File: src/rtl/qcs_defs.svh
// register offsets, field positions and reset values for the strobe port
`ifndef QCS_DEFS_SVH
`define QCS_DEFS_SVH

// special function register addresses
`define QCS_ADR_POL     8'hAE
`define QCS_ADR_CTRL_LO 8'hC2
`define QCS_ADR_CTRL_HI 8'hC3
`define QCS_ADR_DATA    8'hD8
`define QCS_ADR_P0_LO   8'h84
`define QCS_ADR_P0_HI   8'h85
`define QCS_ADR_P1_LO   8'h94
`define QCS_ADR_P1_HI   8'h95
`define QCS_ADR_P2_LO   8'hAC
`define QCS_ADR_P2_HI   8'hAD
`define QCS_ADR_P3_LO   8'hB4
`define QCS_ADR_P3_HI   8'hB5

// reset values
`define QCS_RST_CTRL    8'h00
`define QCS_RST_POL     4'h0
`define QCS_RST_DATA    4'hF
`define QCS_RST_BASE    16'h0000

// field layout inside a four-bit per-pin slice
`define QCS_FUN_MSB     3
`define QCS_FUN_LSB     2
`define QCS_CMP_MSB     1
`define QCS_CMP_LSB     0
`define QCS_POL_LSB     4
`define QCS_NPINS       4

// compare masks per compare length
`define QCS_MASK_FULL   16'hFFFF
`define QCS_MASK_A1     16'hFFFE
`define QCS_MASK_A2     16'hFFFC
`define QCS_MASK_A8     16'hFF00

`endif

File: src/rtl/qcs_pkg.sv
// types for the quad pin chip-select port
package qcs_pkg;
  typedef enum logic [1:0] {
    QCS_FN_GPIO  = 2'h0,
    QCS_FN_READ  = 2'h1,
    QCS_FN_WRITE = 2'h2,
    QCS_FN_RW    = 2'h3
  } qcs_func_t;

  typedef enum logic [1:0] {
    QCS_CMP_16 = 2'h0,
    QCS_CMP_15 = 2'h1,
    QCS_CMP_14 = 2'h2,
    QCS_CMP_8  = 2'h3
  } qcs_cmp_t;
endpackage

File: src/rtl/qcs_port.sv
// quad pin port: general I/O or address-decoded chip-select strobes
// Behaviour
// function 00: pin is quasi-bidirectional general I/O
// function 01: pin strobes on matching external data reads
// function 10: pin strobes on matching external data writes
// function 11: pin strobes on matching reads or writes
// compare 00: all sixteen address bits must equal base
// compare 01: bits 15..1 compared, bit 0 ignored
// compare 10: bits 15..2 compared, two low bits ignored
// compare 11: only the upper eight address bits compared
// high control register: pin3 fields in 7:4, pin2 fields in 3:0
// low control register: pin1 fields in 7:4, pin0 fields in 3:0
// polarity bits 7..4 set pins 3..0 high-active; strobe modes only
// each pin has a 16-bit base from separately written bytes
// data bits 3..0 drive pins only in general I/O mode; 7..4 reserved
// polarity clear gives active-low strobe; set gives active-high
// one matching external write gives exactly one strobe pulse
// strobes assert and release together with the core read/write strobes
// reset: data latch ones, control, polarity and bases cleared
// strobes only on data cycles; leaving strobe mode restores data bit
`timescale 1ns/1ps
`default_nettype none
`include "qcs_defs.svh"

module qcs_port
(
  // clock and reset
  input  wire logic        mclk,
  input  wire logic        arst_n,
  // special function register port of the core
  input  wire logic [7:0]  sfr_addr,
  input  wire logic        sfr_wr,
  input  wire logic [7:0]  sfr_wdata,
  output logic      [7:0]  sfr_rdata,
  // external data bus cycle from the core
  input  wire logic [15:0] xbus_addr,
  input  wire logic        xbus_rd_n,
  input  wire logic        xbus_wr_n,
  input  wire logic        xbus_data_cycle,
  // port pins
  input  wire logic [3:0]  pin_in,
  output logic      [3:0]  pin_out,
  output logic      [3:0]  pin_oe
);

  // reset release: asserted at once, released through two flops
  logic        rst_meta_n;
  logic        rst_n;

  // one-cycle write decodes, one per register group
  logic        wr_ctrl_lo;
  logic        wr_ctrl_hi;
  logic        wr_pol;
  logic        wr_data;
  logic [3:0]  sfr_base_lo_sel;
  logic [3:0]  sfr_base_hi_sel;

  // programmed state
  logic [7:0]  ctrl_lo;
  logic [7:0]  ctrl_hi;
  logic [3:0]  strobe_pol;
  logic [3:0]  port_data;
  logic [7:0]  base_lo [0:3];
  logic [7:0]  base_hi [0:3];

  // core cycle qualifiers, common to every pin
  logic        rd_act;
  logic        wr_act;

  // per-pin results gathered into vectors
  logic [3:0]  pin_strobe_mode;
  logic [3:0]  next_pin_out;

  // address window for a compare length
  function automatic logic [15:0] qcs_mask(input logic [1:0] len);
    logic [15:0] m;
    m = `QCS_MASK_FULL;
    unique case (qcs_pkg::qcs_cmp_t'(len))
      qcs_pkg::QCS_CMP_16: m = `QCS_MASK_FULL;
      qcs_pkg::QCS_CMP_15: m = `QCS_MASK_A1;
      qcs_pkg::QCS_CMP_14: m = `QCS_MASK_A2;
      qcs_pkg::QCS_CMP_8:  m = `QCS_MASK_A8;
    endcase
    return m;
  endfunction

  // address decode of the base byte registers, shared by write and read
  function automatic logic [1:0] qcs_base_idx(input logic [7:0] a);
    logic [1:0] i;
    i = 2'h0;
    unique case (a)
      `QCS_ADR_P0_LO, `QCS_ADR_P0_HI: i = 2'h0;
      `QCS_ADR_P1_LO, `QCS_ADR_P1_HI: i = 2'h1;
      `QCS_ADR_P2_LO, `QCS_ADR_P2_HI: i = 2'h2;
      `QCS_ADR_P3_LO, `QCS_ADR_P3_HI: i = 2'h3;
      default:                        i = 2'h0;
    endcase
    return i;
  endfunction

  // does a pin in this function fire for the current core cycle
  function automatic logic qcs_fire(input logic [1:0] fn,
                                    input logic       rd,
                                    input logic       wr);
    logic f;
    f = 1'b0;
    unique case (qcs_pkg::qcs_func_t'(fn))
      qcs_pkg::QCS_FN_GPIO:  f = 1'b0;
      qcs_pkg::QCS_FN_READ:  f = rd;
      qcs_pkg::QCS_FN_WRITE: f = wr;
      qcs_pkg::QCS_FN_RW:    f = rd || wr;
    endcase
    return f;
  endfunction

  // reset release through two flops so deassertion is clean
  always_ff @(posedge mclk or negedge arst_n)
  begin
    if (!arst_n)
    begin
      rst_meta_n <= 1'b0;
      rst_n      <= 1'b0;
    end
    else
    begin
      rst_meta_n <= 1'b1;
      rst_n      <= rst_meta_n;
    end
  end

  // write strobes per register; unmapped addresses match none of them
  assign wr_ctrl_lo = sfr_wr && (sfr_addr == `QCS_ADR_CTRL_LO);
  assign wr_ctrl_hi = sfr_wr && (sfr_addr == `QCS_ADR_CTRL_HI);
  assign wr_pol     = sfr_wr && (sfr_addr == `QCS_ADR_POL);
  assign wr_data    = sfr_wr && (sfr_addr == `QCS_ADR_DATA);

  // low control register: pins 1 and 0
  always_ff @(posedge mclk or negedge rst_n)
  begin
    if (!rst_n)
      ctrl_lo <= `QCS_RST_CTRL;
    else if (wr_ctrl_lo)
      ctrl_lo <= sfr_wdata;
  end

  // high control register: pins 3 and 2
  always_ff @(posedge mclk or negedge rst_n)
  begin
    if (!rst_n)
      ctrl_hi <= `QCS_RST_CTRL;
    else if (wr_ctrl_hi)
      ctrl_hi <= sfr_wdata;
  end

  // polarity nibble; the low half of the byte is reserved, reads 0
  always_ff @(posedge mclk or negedge rst_n)
  begin
    if (!rst_n)
      strobe_pol <= `QCS_RST_POL;
    else if (wr_pol)
      strobe_pol <= sfr_wdata[7:`QCS_POL_LSB];
  end

  // port data latch, upper four bits reserved
  always_ff @(posedge mclk or negedge rst_n)
  begin
    if (!rst_n)
      port_data <= `QCS_RST_DATA;
    else if (wr_data)
      port_data <= sfr_wdata[3:0];
  end

  // fetches never strobe; only data cycles of the core qualify
  assign rd_act = xbus_data_cycle && !xbus_rd_n;
  assign wr_act = xbus_data_cycle && !xbus_wr_n;

  // one-hot selects for the base byte registers
  always_comb
  begin
    sfr_base_lo_sel = 4'h0;
    sfr_base_hi_sel = 4'h0;
    unique case (sfr_addr)
      `QCS_ADR_P0_LO, `QCS_ADR_P1_LO, `QCS_ADR_P2_LO, `QCS_ADR_P3_LO:
        sfr_base_lo_sel[qcs_base_idx(sfr_addr)] = 1'b1;
      `QCS_ADR_P0_HI, `QCS_ADR_P1_HI, `QCS_ADR_P2_HI, `QCS_ADR_P3_HI:
        sfr_base_hi_sel[qcs_base_idx(sfr_addr)] = 1'b1;
      default:
      begin
        sfr_base_lo_sel = 4'h0;
        sfr_base_hi_sel = 4'h0;
      end
    endcase
  end

  // per pin: field slice, base address, masked compare, output mux.
  // the whole path from bus inputs to pin is combinational so the
  // strobe edges follow the core strobes with no added latency
  genvar g;
  generate
    for (g = 0; g < `QCS_NPINS; g = g + 1)
    begin : g_pin
      logic [3:0]  fields;
      logic [1:0]  func;
      logic [15:0] mask;
      logic [15:0] base;
      logic        hit_addr;
      logic        hit;

      // pins 3,2 live in the high register, pins 1,0 in the low one
      if (g >= 2)
      begin : g_hi
        assign fields = (g == 3) ? ctrl_hi[7:4] : ctrl_hi[3:0];
      end
      else
      begin : g_lo
        assign fields = (g == 1) ? ctrl_lo[7:4] : ctrl_lo[3:0];
      end

      // low base byte; the two bytes are written separately, so a
      // half-updated base can match briefly: reprogram in I/O mode
      always_ff @(posedge mclk or negedge rst_n)
      begin
        if (!rst_n)
          base_lo[g] <= 8'(`QCS_RST_BASE);
        else if (sfr_wr && sfr_base_lo_sel[g])
          base_lo[g] <= sfr_wdata;
      end

      // high base byte
      always_ff @(posedge mclk or negedge rst_n)
      begin
        if (!rst_n)
          base_hi[g] <= 8'(`QCS_RST_BASE >> 8);
        else if (sfr_wr && sfr_base_hi_sel[g])
          base_hi[g] <= sfr_wdata;
      end

      // masked compare; masked-off bits never block a match
      assign func     = fields[`QCS_FUN_MSB:`QCS_FUN_LSB];
      assign mask     = qcs_mask(fields[`QCS_CMP_MSB:`QCS_CMP_LSB]);
      assign base     = {base_hi[g], base_lo[g]};
      assign hit_addr = ((xbus_addr ^ base) & mask) == 16'h0000;
      assign hit      = hit_addr && qcs_fire(func, rd_act, wr_act);

      // any function other than general I/O makes the pin a strobe
      assign pin_strobe_mode[g] =
        (qcs_pkg::qcs_func_t'(func) != qcs_pkg::QCS_FN_GPIO);

      // strobe level or data bit; an idle strobe sits at its off level
      always_comb
      begin
        if (pin_strobe_mode[g])
          next_pin_out[g] = hit ~^ strobe_pol[g];
        else
          next_pin_out[g] = port_data[g];
      end
    end
  endgenerate

  // pins follow the core strobes combinationally so edges line up;
  // a register here would lag the peripheral select by one cycle
  assign pin_out = next_pin_out;

  // quasi-bidirectional: drive low hard, strobes drive both levels,
  // a one in I/O mode is left to the pull-up so the pin can be read
  always_comb
  begin
    pin_oe = pin_strobe_mode | ~port_data;
  end

  // register read back; I/O pins report the pin level, not the latch,
  // so software sees a pin held low from outside even with a one set.
  // reserved bits and unmapped addresses read as zero
  always_comb
  begin
    sfr_rdata = 8'h00;
    unique case (sfr_addr)
      `QCS_ADR_CTRL_LO: sfr_rdata = ctrl_lo;
      `QCS_ADR_CTRL_HI: sfr_rdata = ctrl_hi;
      `QCS_ADR_POL:     sfr_rdata = {strobe_pol, 4'h0};
      `QCS_ADR_DATA:    sfr_rdata = {4'h0, pin_in};
      `QCS_ADR_P0_LO, `QCS_ADR_P1_LO, `QCS_ADR_P2_LO, `QCS_ADR_P3_LO:
        sfr_rdata = base_lo[qcs_base_idx(sfr_addr)];
      `QCS_ADR_P0_HI, `QCS_ADR_P1_HI, `QCS_ADR_P2_HI, `QCS_ADR_P3_HI:
        sfr_rdata = base_hi[qcs_base_idx(sfr_addr)];
      default:          sfr_rdata = 8'h00;
    endcase
  end

endmodule
`default_nettype wire

File: config.mk
export PLATFORM = sky130hd
export DESIGN_NAME = qcs_port
export DESIGN_NICKNAME = d
export VERILOG_FILES = /design/src/rtl/qcs_pkg.sv /design/src/rtl/qcs_port.sv
export VERILOG_INCLUDE_DIRS = /design/src /design/src/rtl
export SDC_FILE = /design/constraint.sdc
export NUM_CORES = 1
export LEC_CHECK = 0
export CORE_MARGIN = 8
export CORE_UTILIZATION = 40
export CTS_CLUSTER_DIAMETER = 120
export DETAILED_ROUTE_END_ITERATION = 8
export DONT_BUFFER_PORTS = 1
export HOLD_SLACK_MARGIN = 0.15
export PLACE_DENSITY_LB_ADDON = 0.25
export SYNTH_ARGS = -nofsm -noshare
export SYNTH_HDL_FRONTEND = slang
export SYNTH_SLANG_ARGS = --single-unit
File: constraint.sdc
create_clock -name mclk -period 6.6 [get_ports mclk]
set_clock_uncertainty 0.2 [all_clocks]
set_input_delay 0.33 -clock mclk [delete_from_list [all_inputs] [get_ports mclk]]
set_output_delay 0.33 -clock mclk [all_outputs]
set_load 0.005 [all_outputs]
Word-level counts from Yosys, hierarchy flattened
Cells that the tools add are included.
{"block": "word_totals", "register_bits": 90, "inputBits": 42, "output_inout_bits": 16, "wordCells": 144}
{"block": "op_classes", "order_cmp": 6, "eq_ne": 36, "n_mux": 28, "n_bitwise": 16, "reduce_logical": 44}
{"cell": "$pmux W16 S4", "count": 4}
{"cell": "$eq A8 B8 Y1 const B", "count": 12}
{"cell": "$and A16 B16 Y16", "count": 4}
{"cell": "$logic_not A16 Y1", "count": 4}
{"cell": "$xor A16 B16 Y16", "count": 4}
{"cell": "$pmux W8 S6", "count": 1}
{"cell": "$bmux W8 S2", "count": 2}
{"cell": "$eq A2 B2 Y1 const B", "count": 16}
{"cell": "$mux W8", "count": 4}
{"cell": "$logic_and A1 B1 Y1", "count": 20}
{"cell": "$eq A2 B1 Y1 const B", "count": 8}
{"cell": "$logic_not A2 Y1", "count": 8}
{"cell": "$pmux W1 S4", "count": 4}
{"cell": "$mux W4", "count": 2}
{"cell": "$reduce_bool A2 Y1", "count": 4}
{"cell": "$reduce_or A4 Y1", "count": 2}
{"cell": "$ge A3 B3 Y1 const B", "count": 2}
{"cell": "$lt A2 B3 Y1 const B", "count": 2}
{"cell": "$mux W1", "count": 6}
{"cell": "$not A2 Y3", "count": 2}
{"cell": "$pmux W2 S3", "count": 1}
{"cell": "$reduce_or A2 Y1", "count": 3}
{"cell": "$demux W1 S2", "count": 2}
{"cell": "$ge A2 B1 Y1 const B", "count": 2}
{"cell": "other kinds (6)", "count": 11}

Logic depth before layout (Yosys ltp)
Gate-level depths: netlist of the first run.
{"block": "logic_depth", "ltp_word": 10, "ltp_mapped": 8, "ltp_nobuf": 5}

Least setup slack after synthesis of the first run
No wires, ideal clock.
{"block": "synth_timing", "kind": "input to output", "start": "in sfr_addr[1]", "end": "out sfr_rdata[1]", "arrival_time_ps": 1823, "required_time_ps": 6070, "setup_slack_ps": 4247, "cell_stages": 7, "path_buffers": 3, "path_cell_list": "and4bb_2 buf_2 nand3b_1 clkbuf_1 buf_2 a311oi_1 a2111o_1"}
{"block": "synth_between", "elab_chain_cells": 9, "word_cells_on_any_way": 29, "cone_classes": "eq/ne: 12; mux: 10; bitwise: 2; reduce/logical: 5"}
{"item": "start, declared", "line": "qcs_port.sv:31", "rtl": "input wire logic [7:0] sfr_addr,"}
{"item": "$eq A8 B8 Y1", "line": "qcs_port.sv:91, qcs_port.sv:277"}
{"item": "$reduce_or A2 Y1", "line": "qcs_port.sv:91", "rtl": "unique case (a)"}
{"item": "$pmux W2 S3", "line": "qcs_port.sv:91"}
{"item": "$mux W2", "line": "qcs_port.sv:277", "rtl": "unique case (sfr_addr)"}
{"item": "$not A2 Y3 (on tied branches)", "line": "qcs_port.sv:285, qcs_port.sv:283"}
{"item": "$bmux W8 S2 (on tied branches)", "line": "qcs_port.sv:285, qcs_port.sv:283"}
{"item": "$mux W8 (on tied branches) (2 in series)", "line": "qcs_port.sv:285, qcs_port.sv:283"}
{"item": "$pmux W8 S6 (*)", "line": "qcs_port.sv:277"}
{"item": "end, declared", "line": "qcs_port.sv:34", "rtl": "output logic [7:0] sfr_rdata,"}
Mark *: on every way between the ends. The rest lies on a longest branch, timed or not. The select of a mux whose other input is x is not followed.

Final worst setup path of the first run
{"block": "layout_timing", "start": "in sfr_addr[1]", "end": "out sfr_rdata[0]"}
Same word-level chain as after synthesis.

==> flow_metrics.tcl, run 1 <==
set metrics [dict create \
    outcome "finished, final reports clean" \
    via_count 3768 \
    max_stage_delay_ns 1.01 \
    yosysMostFrequentCell "mux2_2" \
    cap_violations 0 \
    num_antenna_cells 0 \
    synth_area_leaders "dfrtp_1, mux2_2, xor2_1, xnor2_1, nand2_1" \
    met2_usage_pct 31.8 \
    rows 42 \
    leakage_nw 2.58 \
    p_clk_share_pct 39.2 \
    reg2reg_depth 1 \
    grt_first_pass_wirelength_mm 23.6 \
    seq_area_frac_synth_pct 42.8 \
    crit_start "sfr_addr[1]" \
    ant_nets 0 \
    gr-usage-met1_pct 23.8 \
    worstPathRequired_ns 6.07 \
    worstHoldEndpoint "rst_n" \
    cellInternalPower_mw 0.889 \
    grt_usage_pct 19.2 \
    syn-instance-count 471 \
    ctsResizeCount 0 \
    rsz0062_at_grt "no" \
    core_area_um2 13100 \
    syn2layout_area_growth_pct 8.98 \
    min_from "rst_meta_n" \
    synthesis.nets 513 \
    hold_viol 0 \
    fin_crit_ns 3.25 \
    cts_setup_buffers 0 \
    overflow 0 \
    power.density_nw_per_um2 205 \
    cp_max_fo 28 \
    r2r_setup_slack_ns 5.04 \
    path_class "primary input to primary output" \
    worst_pin_slew_ns 1.19 \
    ctsHoldBuffers 12 \
    syn_area_um2 5280 \
    worstSetupEndpointType "primary output" \
    grt_pass1_vias 3770 \
    antenna_found_initial 0 \
    die_area_um2 17100 \
    cts_sinks 90 \
    layout.nets 508 \
    die_width_um 131 \
    cp_cell_sequence "and4bb_2 -> and3_1 -> nand2_1 -> a311oi_1 -> a2111o_1" \
    r2r_start "rst_n" \
    fillers 1240 \
    synth_warnings 0 \
    hold-path-cell-count 0 \
    synth_top_area_share_pct 40.8 \
    cts_root_buf "clkbuf_16" \
    synthArstFlopShare_pct 100 \
    place_inst 619 \
    io_pins 58 \
    wl_per_cell_um 23.8 \
    final_util_pct 44.0 \
    final_layout_size_suffix_gt1_share_pct 24.4 \
    drt_pass1_iterations 5 \
    synth-seq-cells 90 \
    cts_tree "built" \
    synth_cell_types 43 \
    critical-path-top-delay-family "simple AND/OR/NAND/NOR gates" \
    drv_slew 0 \
    crit_path_top_delay_cell "and3_1" \
    cts_buffer_depth 2 \
    max-vdd-ir-drop_v 0.0000882 \
    start_kind "primary input" \
    drt-initial-drc-count 327 \
    yosysTopAreaCell "dfrtp_1" \
    hpwl_mm 11.3 \
    arrival_ns 2.72 \
    synth_common_cells "mux2_2, dfrtp_1, xor2_1, nand2_1, clkbuf_1" \
    cts_made_buffers 9 \
    die_y_um 131 \
    cp.buffers_inverters 0 \
    clk_latency_ns 0.35 \
    clk_pin_slew_worst_paths_ns 0.06 \
    synth_ff_type "dfrtp_1" \
    drc 0 \
    tns_ns 0 \
    hold_class "flip-flop to flip-flop" \
    wl_mm 15.4 \
    htreeDepth 3 \
    p_sw_mw 0.293 \
    power_frac_seq_pct 50.6 \
    r2r-end "base_hi[17]" \
    post-route-period-util_pct 49.2 \
    grt_max_degree 89 \
    port-buffer-count 0 \
    setup_viol 0 \
    p_sw_share_pct 24.8 \
    synth_edf_count 0 \
    viasPerCell 5.82 \
    grt_util_met3_pct 4.59 \
    gp_congestion 0.866 \
    combPwrFrac_pct 10.2 \
    grt-busiest-layer "met2" \
    final_cells 647 \
    fmax_mhz 308 \
    avgSynthCellArea_um2 11.2 \
    relSlewSlack_pct 20.5 \
    start_util_pct 40.3 \
]
sequential cells by signal, summed over array words and instances (netlist names):
name and cells:
base_hi 32, base_lo 32, ctrl_hi 8, ctrl_lo 8, port_data 4, rst_meta_n 1, rst_n 1, strobe_pol 4
metrics by stage:
stage                     total power, mW  cell area, µm²  setup slack [ns]  hold WS (ns)
after floorplan                     0.695            5280              3.71        -0.166
after global placement              0.711            5380              3.43        -0.166
after detailed placement            0.713            5380              3.37        -0.165
after CTS                            1.19            5750              3.37         0.154
after global routing                 1.23            5750              3.22         0.167
final                                1.18            5750              3.35         0.151
cells in the final DEF, fill, tap and decap left out, types with 2 or more instances in the layout:
master / count
a31oi_1: 8
nand3b_1: 4
dfstp_2: 4
nor2b_1: 11
o22ai_1: 2
nand3_1: 3
clkbuf_16: 9
mux2_2: 92
a311oi_1: 10
a2111o_1: 4
mux2i_1: 11
dfrtp_1: 85
xnor2_1: 16
o21ai_0: 5
a22oi_1: 3
clkbuf_1: 7
a211oi_1: 13
o31ai_1: 4
a2111oi_0: 2
inv_1: 9
o31a_1: 4
a311o_1: 3
dlygate4sd3_1: 12
or3_1: 6
nand2b_1: 6
o211ai_1: 3
xor2_1: 49
nor4_1: 15
buf_4: 2
a32oi_1: 2
nor2_1: 11
nand2_1: 37
nor3_4: 4
nand4_1: 4
how the worst max path moves through the flow:
| stage | endpoint | slack (ns) | cells past startpoint |
|---|---|---|---|
| floorplan | base_hi[0] | 3.71 | 0 |
| global placement | sfr_rdata[0] | 3.43 | 5 |
| detailed placement | sfr_rdata[0] | 3.37 | 5 |
| CTS | sfr_rdata[0] | 3.37 | 5 |
| global route | sfr_rdata[0] | 3.22 | 5 |
| finish | sfr_rdata[0] | 3.35 | 5 |
area by class of cell:
class	instances	area, µm²	area share (%)
flip-flops and latches	90	2260	39.3
well taps	176	220	3.83
multi-input cells	342	2850	49.6
clock buffers	16	251	4.37
inverters	9	33.8	0.587
repair buffers	14	135	2.35
power groups by stage:
stage / Sequential [mW] / Combinational, mW / Clock [mW]
after floorplan: 0.609 / 0.0866 / 0
after global placement: 0.607 / 0.104 / 0
after detailed placement: 0.608 / 0.105 / 0
after CTS: 0.598 / 0.122 / 0.474
after global routing: 0.601 / 0.133 / 0.498
final: 0.598 / 0.120 / 0.463
cell families after synthesis:
group	Yosys count	share of synthesized area, %
AND/OR/NAND/NOR	107	11.5
multiplexers	103	21.7
flip-flops	90	42.8
XOR/XNOR	66	11.1
AO/OA/AOI/OAI	65	9.65
buffers and inverters	39	3.22
other	1	0.0710
layer usage:
| metal | wire, µm | vias up |
|---|---|---|
| li1 | - | 1710 |
| met1 | 6420 | 1918 |
| met2 | 7560 | 121 |
| met3 | 1150 | 19 |
| met4 | 296 | 0 |
| met5 | 0 | - |
(Power assumes the default switching activity.)
==> run 2: changes to the inputs <==
- ABC_AREA: not set -> 1
- clock period: 6.6 -> 2.7 ns (I/O delays scaled with it)
==> run 2 against run 1 <==
Net effect: sequential power grew to 2.5 times the previous value; utilization increased by 2.9 points; largest power group unchanged; clock-buffer cell count fell by 7; non-clock buffer count up 35; worst hold slack worse by 0.023 ns; critical path type is now primary input to flip-flop; total power grew to 2.7 times the previous value; sequential cell count unchanged; synthesized area rose by 9.5%; clock power rose to 2.9 times the previous value; global-route usage increased by 2.3 points; final cell count grew 71%.
==> flow_metrics.tcl, run 2 <==
set metrics [dict create \
    cap_violations 0 \
    antenna_found_initial 1 \
    syn2layout_area_growth_pct 16.0 \
    clk_pin_slew_worst_paths_ns 0.07 \
    cts_made_buffers 9 \
    path_class "primary input to flip-flop" \
    outcome "finished, final reports clean" \
    power.density_nw_per_um2 484 \
    hpwl_mm 13.9 \
    power_mw 3.24 \
    syn-instance-count 879 \
    cp_cell_sequence "inv_2 -> nor2_4 -> inv_1 -> nor2_2 -> dlygate4sd3_1 -> nand2_1 -> nor2_1 -> buf_4 -> nand2_1 -> dlygate4sd3_1 -> o21ai_0 -> dlygate4sd3_1" \
    max-vdd-ir-drop_v 0.000371 \
    worstPathRequired_ns 2.79 \
    place_ws_ns 0.818 \
    syn_area_um2 5780 \
    post-route-period-util_pct 94.2 \
    max_stage_delay_ns 0.58 \
    overflow 0 \
    cts_tree "built" \
    htreeDepth 3 \
    hold_class "primary input to flip-flop" \
    seq_area_frac_synth_pct 39.1 \
    grt-busiest-layer "met2" \
    min_from "sfr_addr[5]" \
    synth_common_cells "nand2_1, inv_1, dfrtp_1, o21ai_0, nor2_1" \
    post_dp_cell_area_um2 5950 \
    gp_congestion 0.927 \
    wl_mm 19.0 \
    wl_per_cell_um 17.2 \
    layout_common_cells "nand2_1, inv_1, o21ai_0" \
    cts_root_buf "clkbuf_16" \
    arrival_ns 2.63 \
    synth_ff_type "dfrtp_1" \
    met2_usage_pct 33.8 \
    viasPerCell 5.03 \
    grt_first_pass_wirelength_mm 29.9 \
    tns_ns 0 \
    r2r_start "base_lo[26]" \
    rsz0062_at_grt "no" \
    hold_slack_ns 0.129 \
    io_pins 58 \
    cp.buffers_inverters 6 \
    cp_max_fo 9 \
    synth_edf_count 0 \
    grt_pass1_vias 5322 \
    synthesis.nets 921 \
    synth_area_leaders "dfrtp_1, nand2_1, o21ai_0, inv_1, nand3_1" \
    crit_start "sfr_addr[2]" \
    final_layout_size_suffix_gt1_share_pct 7.06 \
    rows 44 \
    core_area_um2 14300 \
    cts_buffer_depth 2 \
    fin_crit_ns 2.54 \
    yosysMostFrequentCell "nand2_1" \
    die_y_um 136 \
    setup_viol 0 \
    clk_latency_ns 0.36 \
    cts_sinks 90 \
    relSlewSlack_pct 56.9 \
    grt_util_met3_pct 3.81 \
    synth-seq-cells 90 \
    synth_top_area_share_pct 37.2 \
    layout.nets 958 \
    die_width_um 136 \
    synthArstFlopShare_pct 100 \
    path_common_cell "dlygate4sd3_1" \
    port-buffer-count 0 \
    via_count 5558 \
    fmax_mhz 393 \
    drv_slew 0 \
    worst_pin_slew_ns 0.645 \
    synth_warnings 0 \
    leakage_nw 3.46 \
    drt_pass1_iterations 5 \
    drt-initial-drc-count 463 \
    hold_viol 0 \
    grt_max_degree 44 \
    worstSetupEndpointType "flip-flop" \
    fin_area_um2 6700 \
    worst_slack_ns 0.156 \
    avgSynthCellArea_um2 6.57 \
    start_util_pct 40.4 \
    gr-usage-met1_pct 28.0 \
    largest_registers "base_hi x32, base_lo x32" \
    grt_usage_pct 21.5 \
    start_kind "primary input" \
    die_area_um2 18500 \
    ant_nets 0 \
    drc 0 \
    critical-path-top-delay-family "buffers and inverters" \
    crit_path_top_delay_cell "dlygate4sd3_1" \
    synth_cell_types 30 \
    yosysTopAreaCell "dfrtp_1" \
    final_common_cell "nand2_1" \
]
-- run 2: path summary, 6_finish.rpt --
path / end / slack (ns) / cells after the start
worst max register to register: base_lo[26] / 1.20 / 3
worst min register to register: strobe_pol[3] / 0.15 / 0
max in group asynchronous: base_lo[26] / 1.48 / 1
worst max-delay path: base_lo[26] / 0.16 / 12
worst min-delay path: base_hi[3] / 0.13 / 6
min in group asynchronous: strobe_pol[3] / 0.15 / 0
-- run 2: power breakdown --
group	switching (mW)	total, mW	internal (mW)	leakage, nW
Sequential	0.0929	1.52	1.43	1.10
Clock	0.612	1.35	0.735	0.145
Combinational	0.227	0.378	0.151	2.22
-- run 2: layer usage --
| layer | routed length (µm) | share of wire, % |
|---|---|---|
| met5 | 0 | 0 |
| met4 | 669 | 3.5 |
| met3 | 1250 | 6.6 |
| met2 | 8640 | 46 |
| met1 | 8420 | 44 |
-- run 2: cell families (layout without fill, tap and decap cells) --
family,Yosys count,count (layout),share of synthesized area [%]
AO/OA/AOI/OAI,103,103,9.51
XOR/XNOR,20,20,3.03
buffers and inverters,125,167,8.68
flip-flops,90,90,39.1
multiplexers,11,11,2.14
other,1,2,0.0649
AND/OR/NAND/NOR,529,529,37.5
-- run 2: tightest hold or removal path: stages --
cell     delay, ns
nand2_1       0.04
nor2_1        0.06
nand2_2       0.14
nor2_4        0.10
nand2_1       0.07
o21a_1        0.10
-- run 2: metrics by stage --
stage          std cells  util, %
3_3_place_gp        1046     41.6
4_1_cts             1103     46.6
5_1_grt             1106     46.8
2_1_floorplan        879        -
3_5_place_dp        1046     41.6
6_report            1106     46.8
-- run 2: repair_timing --
item                                    in CTS  in global routing
endpoints found under the hold margin       90                  0
buffers inserted                             0                  2
hold buffers                                41                  0
gates resized for setup                      0                  4
endpoints found under the setup margin       0                  5
-- run 2: layout make-up --
class	instances	area, µm²
fillers	1535	7610
well taps	184	230
multi-input cells	664	3030
inverters	102	383
clock buffers	9	225
clock inverters	7	82.6
diodes	1	2.50
flip-flops and latches	90	2260
repair buffers	49	485
==> run 3: changes to the inputs <==
- CORE_UTILIZATION: 40 -> 58
==> run 3 against run 2 <==
Net effect: register-to-register slack worse by 0.04 ns; utilization is 19 points higher; total power is 14% lower; sequential cell count stayed put; critical endpoint is now base_lo[17]; sequential power hardly changed; clock power is 32% lower; final cell count is 5.9% lower; wire length is 3.4% lower; clock-buffer cell count is 2 higher.
==> flow_metrics.tcl, run 3 (synthesis gave the netlist of run 2 again) <==
set metrics [dict create \
    cts_root_buf "clkbuf_8" \
    ant_nets 0 \
    gp_congestion 0.944 \
    cts_made_buffers 9 \
    hold-path-cell-count 6 \
    r2r_start "base_lo[10]" \
    worstHoldEndpoint "base_hi[7]" \
    drv_slew 0 \
    final_layout_size_suffix_gt1_share_pct 6.73 \
    port-buffer-count 0 \
    cts_buffer_depth 2 \
    drt-initial-drc-count 612 \
    hold_class "primary input to flip-flop" \
    arrival_ns 2.73 \
    worstSetupEndpointType "flip-flop" \
    post-route-period-util_pct 95.7 \
    hold_slack_ns 0.124 \
    outcome "finished, final reports clean" \
    r2r-end "base_lo[10]" \
    setup_viol 0 \
    fmax_mhz 387 \
    place_inst 992 \
    cts_setup_buffers 0 \
    path_class "primary input to flip-flop" \
    min_from "sfr_addr[7]" \
    reg2reg_depth 3 \
    die_width_um 116 \
    layout.nets 943 \
    overflow 0 \
    htreeDepth 3 \
    layout_common_cells "nand2_1, inv_1, o21ai_0" \
    grt_pass1_vias 5617 \
    fillers 929 \
    drc 0 \
    start_util_pct 59.4 \
    final_cells 1041 \
    core_area_um2 9730 \
    die_y_um 116 \
    drt_pass1_iterations 5 \
    grt_first_pass_wirelength_mm 29.3 \
    rows 36 \
    seq_area_um2 2260 \
    relSlewSlack_pct 53.2 \
    clk_latency_ns 0.38 \
    power.density_nw_per_um2 439 \
    die_area_um2 13400 \
    hold_viol 0 \
    cap_violations 0 \
    final_common_cell "nand2_1" \
    worstPathRequired_ns 2.84 \
    io_pins 58 \
    worst_pin_slew_ns 0.701 \
    fin_crit_ns 2.58 \
    largest_registers "base_hi x32, base_lo x32" \
    cts_tree "built" \
    grt_max_degree 47 \
    hpwl_mm 13.3 \
    rsz0062_at_grt "no" \
    viasPerCell 5.56 \
    multi_input_area_um2 3030 \
    syn2layout_area_growth_pct 10.3 \
    antenna_found_initial 2 \
    leakage_nw 3.33 \
    max-vdd-ir-drop_v 0.000399 \
    via_count 5792 \
    clk_pin_slew_worst_paths_ns 0.10 \
    wl_per_cell_um 17.6 \
    grt_usage_pct 29.2 \
    start_kind "primary input" \
    r2r_setup_slack_ns 1.16 \
    cp_max_fo 17 \
    wl_mm 18.3 \
    tns_ns 0 \
    cts_sinks 90 \
]
run 3: cell types whose count changed in the layout (fill, tap and decap cells not counted), moves of 2 or more:
cell,before,now
nor2_4,5,3
clkbuf_8,0,11
buf_4,7,2
clkbuf_16,9,0
dlygate4sd3_1,40,31
clkinv_2,0,2
nor2_2,5,8
run 3: final cells by class:
class | instances | area share [%]
multi-input cells | 664 | 47.5
flip-flops and latches | 90 | 35.5
clock buffers | 11 | 2.38
repair buffers | 34 | 5.42
clock inverters | 5 | 0.550
diodes | 2 | 0.0785
well taps | 133 | 2.61
inverters | 102 | 6.01
run 3: how the worst max path moves through the flow:
stage                            from          end  slack, ns  cells past startpoint
after detailed placement  sfr_addr[1]   base_lo[9]       0.75                      6
after global routing      sfr_addr[2]  base_lo[17]       0.04                     10
after floorplan                 rst_n   base_hi[0]       0.99                      0
final                     sfr_addr[2]  base_lo[17]       0.12                     10
after CTS                 sfr_addr[4]   base_hi[1]       0.02                      9
after global placement    sfr_addr[2]  base_lo[31]       0.85                      7
run 3: stage by stage:
step                      cell area [µm²]  setup slack, ns  power, mW  util [%]
final                                6370            0.115       2.80      65.5
after global routing                 6370           0.0352       2.92      65.5
after CTS                            6360           0.0178       2.81      65.4
after detailed placement             5860            0.747       1.86      60.3
after global placement               5860            0.850       1.85      60.3
after floorplan                      5780            0.986       1.77         -
run 3: repair_timing:
action | 4_1_cts | 5_1_grt
endpoints found under the setup margin | 0 | 3
hold buffers | 31 | 0
resized for setup | 0 | 2
endpoints found under the hold margin | 90 | 0
run 3: report_power, final:
part	total, mW	switching [mW]	leakage [nW]	internal (mW)
sequential	1.52	0.0913	1.10	1.43
clock	0.912	0.523	0.0961	0.388
combinational	0.372	0.230	2.13	0.143
run 3: layer usage:
metal  wire length (µm)  global-route usage, %  part of all wire, %  vias up
met5                  0                      0                    0        -
met4                609                   12.9                  3.3        0
met3               1740                   7.40                  9.5       45
met2               8630                   47.3                   47      291
met1               7340                   35.9                   40     2688
li1                   -                      -                    -     2768
run 3: worst max-delay path, stage by stage:
cell	delay, ns
inv_2	0.03
nor2_2	0.14
nand3_1	0.18
nand2_4	0.24
nand2_4	0.19
dlygate4sd3_1	0.67
nor3_4	0.36
nand3_1	0.12
dlygate4sd3_1	0.58
nand2_1	0.06
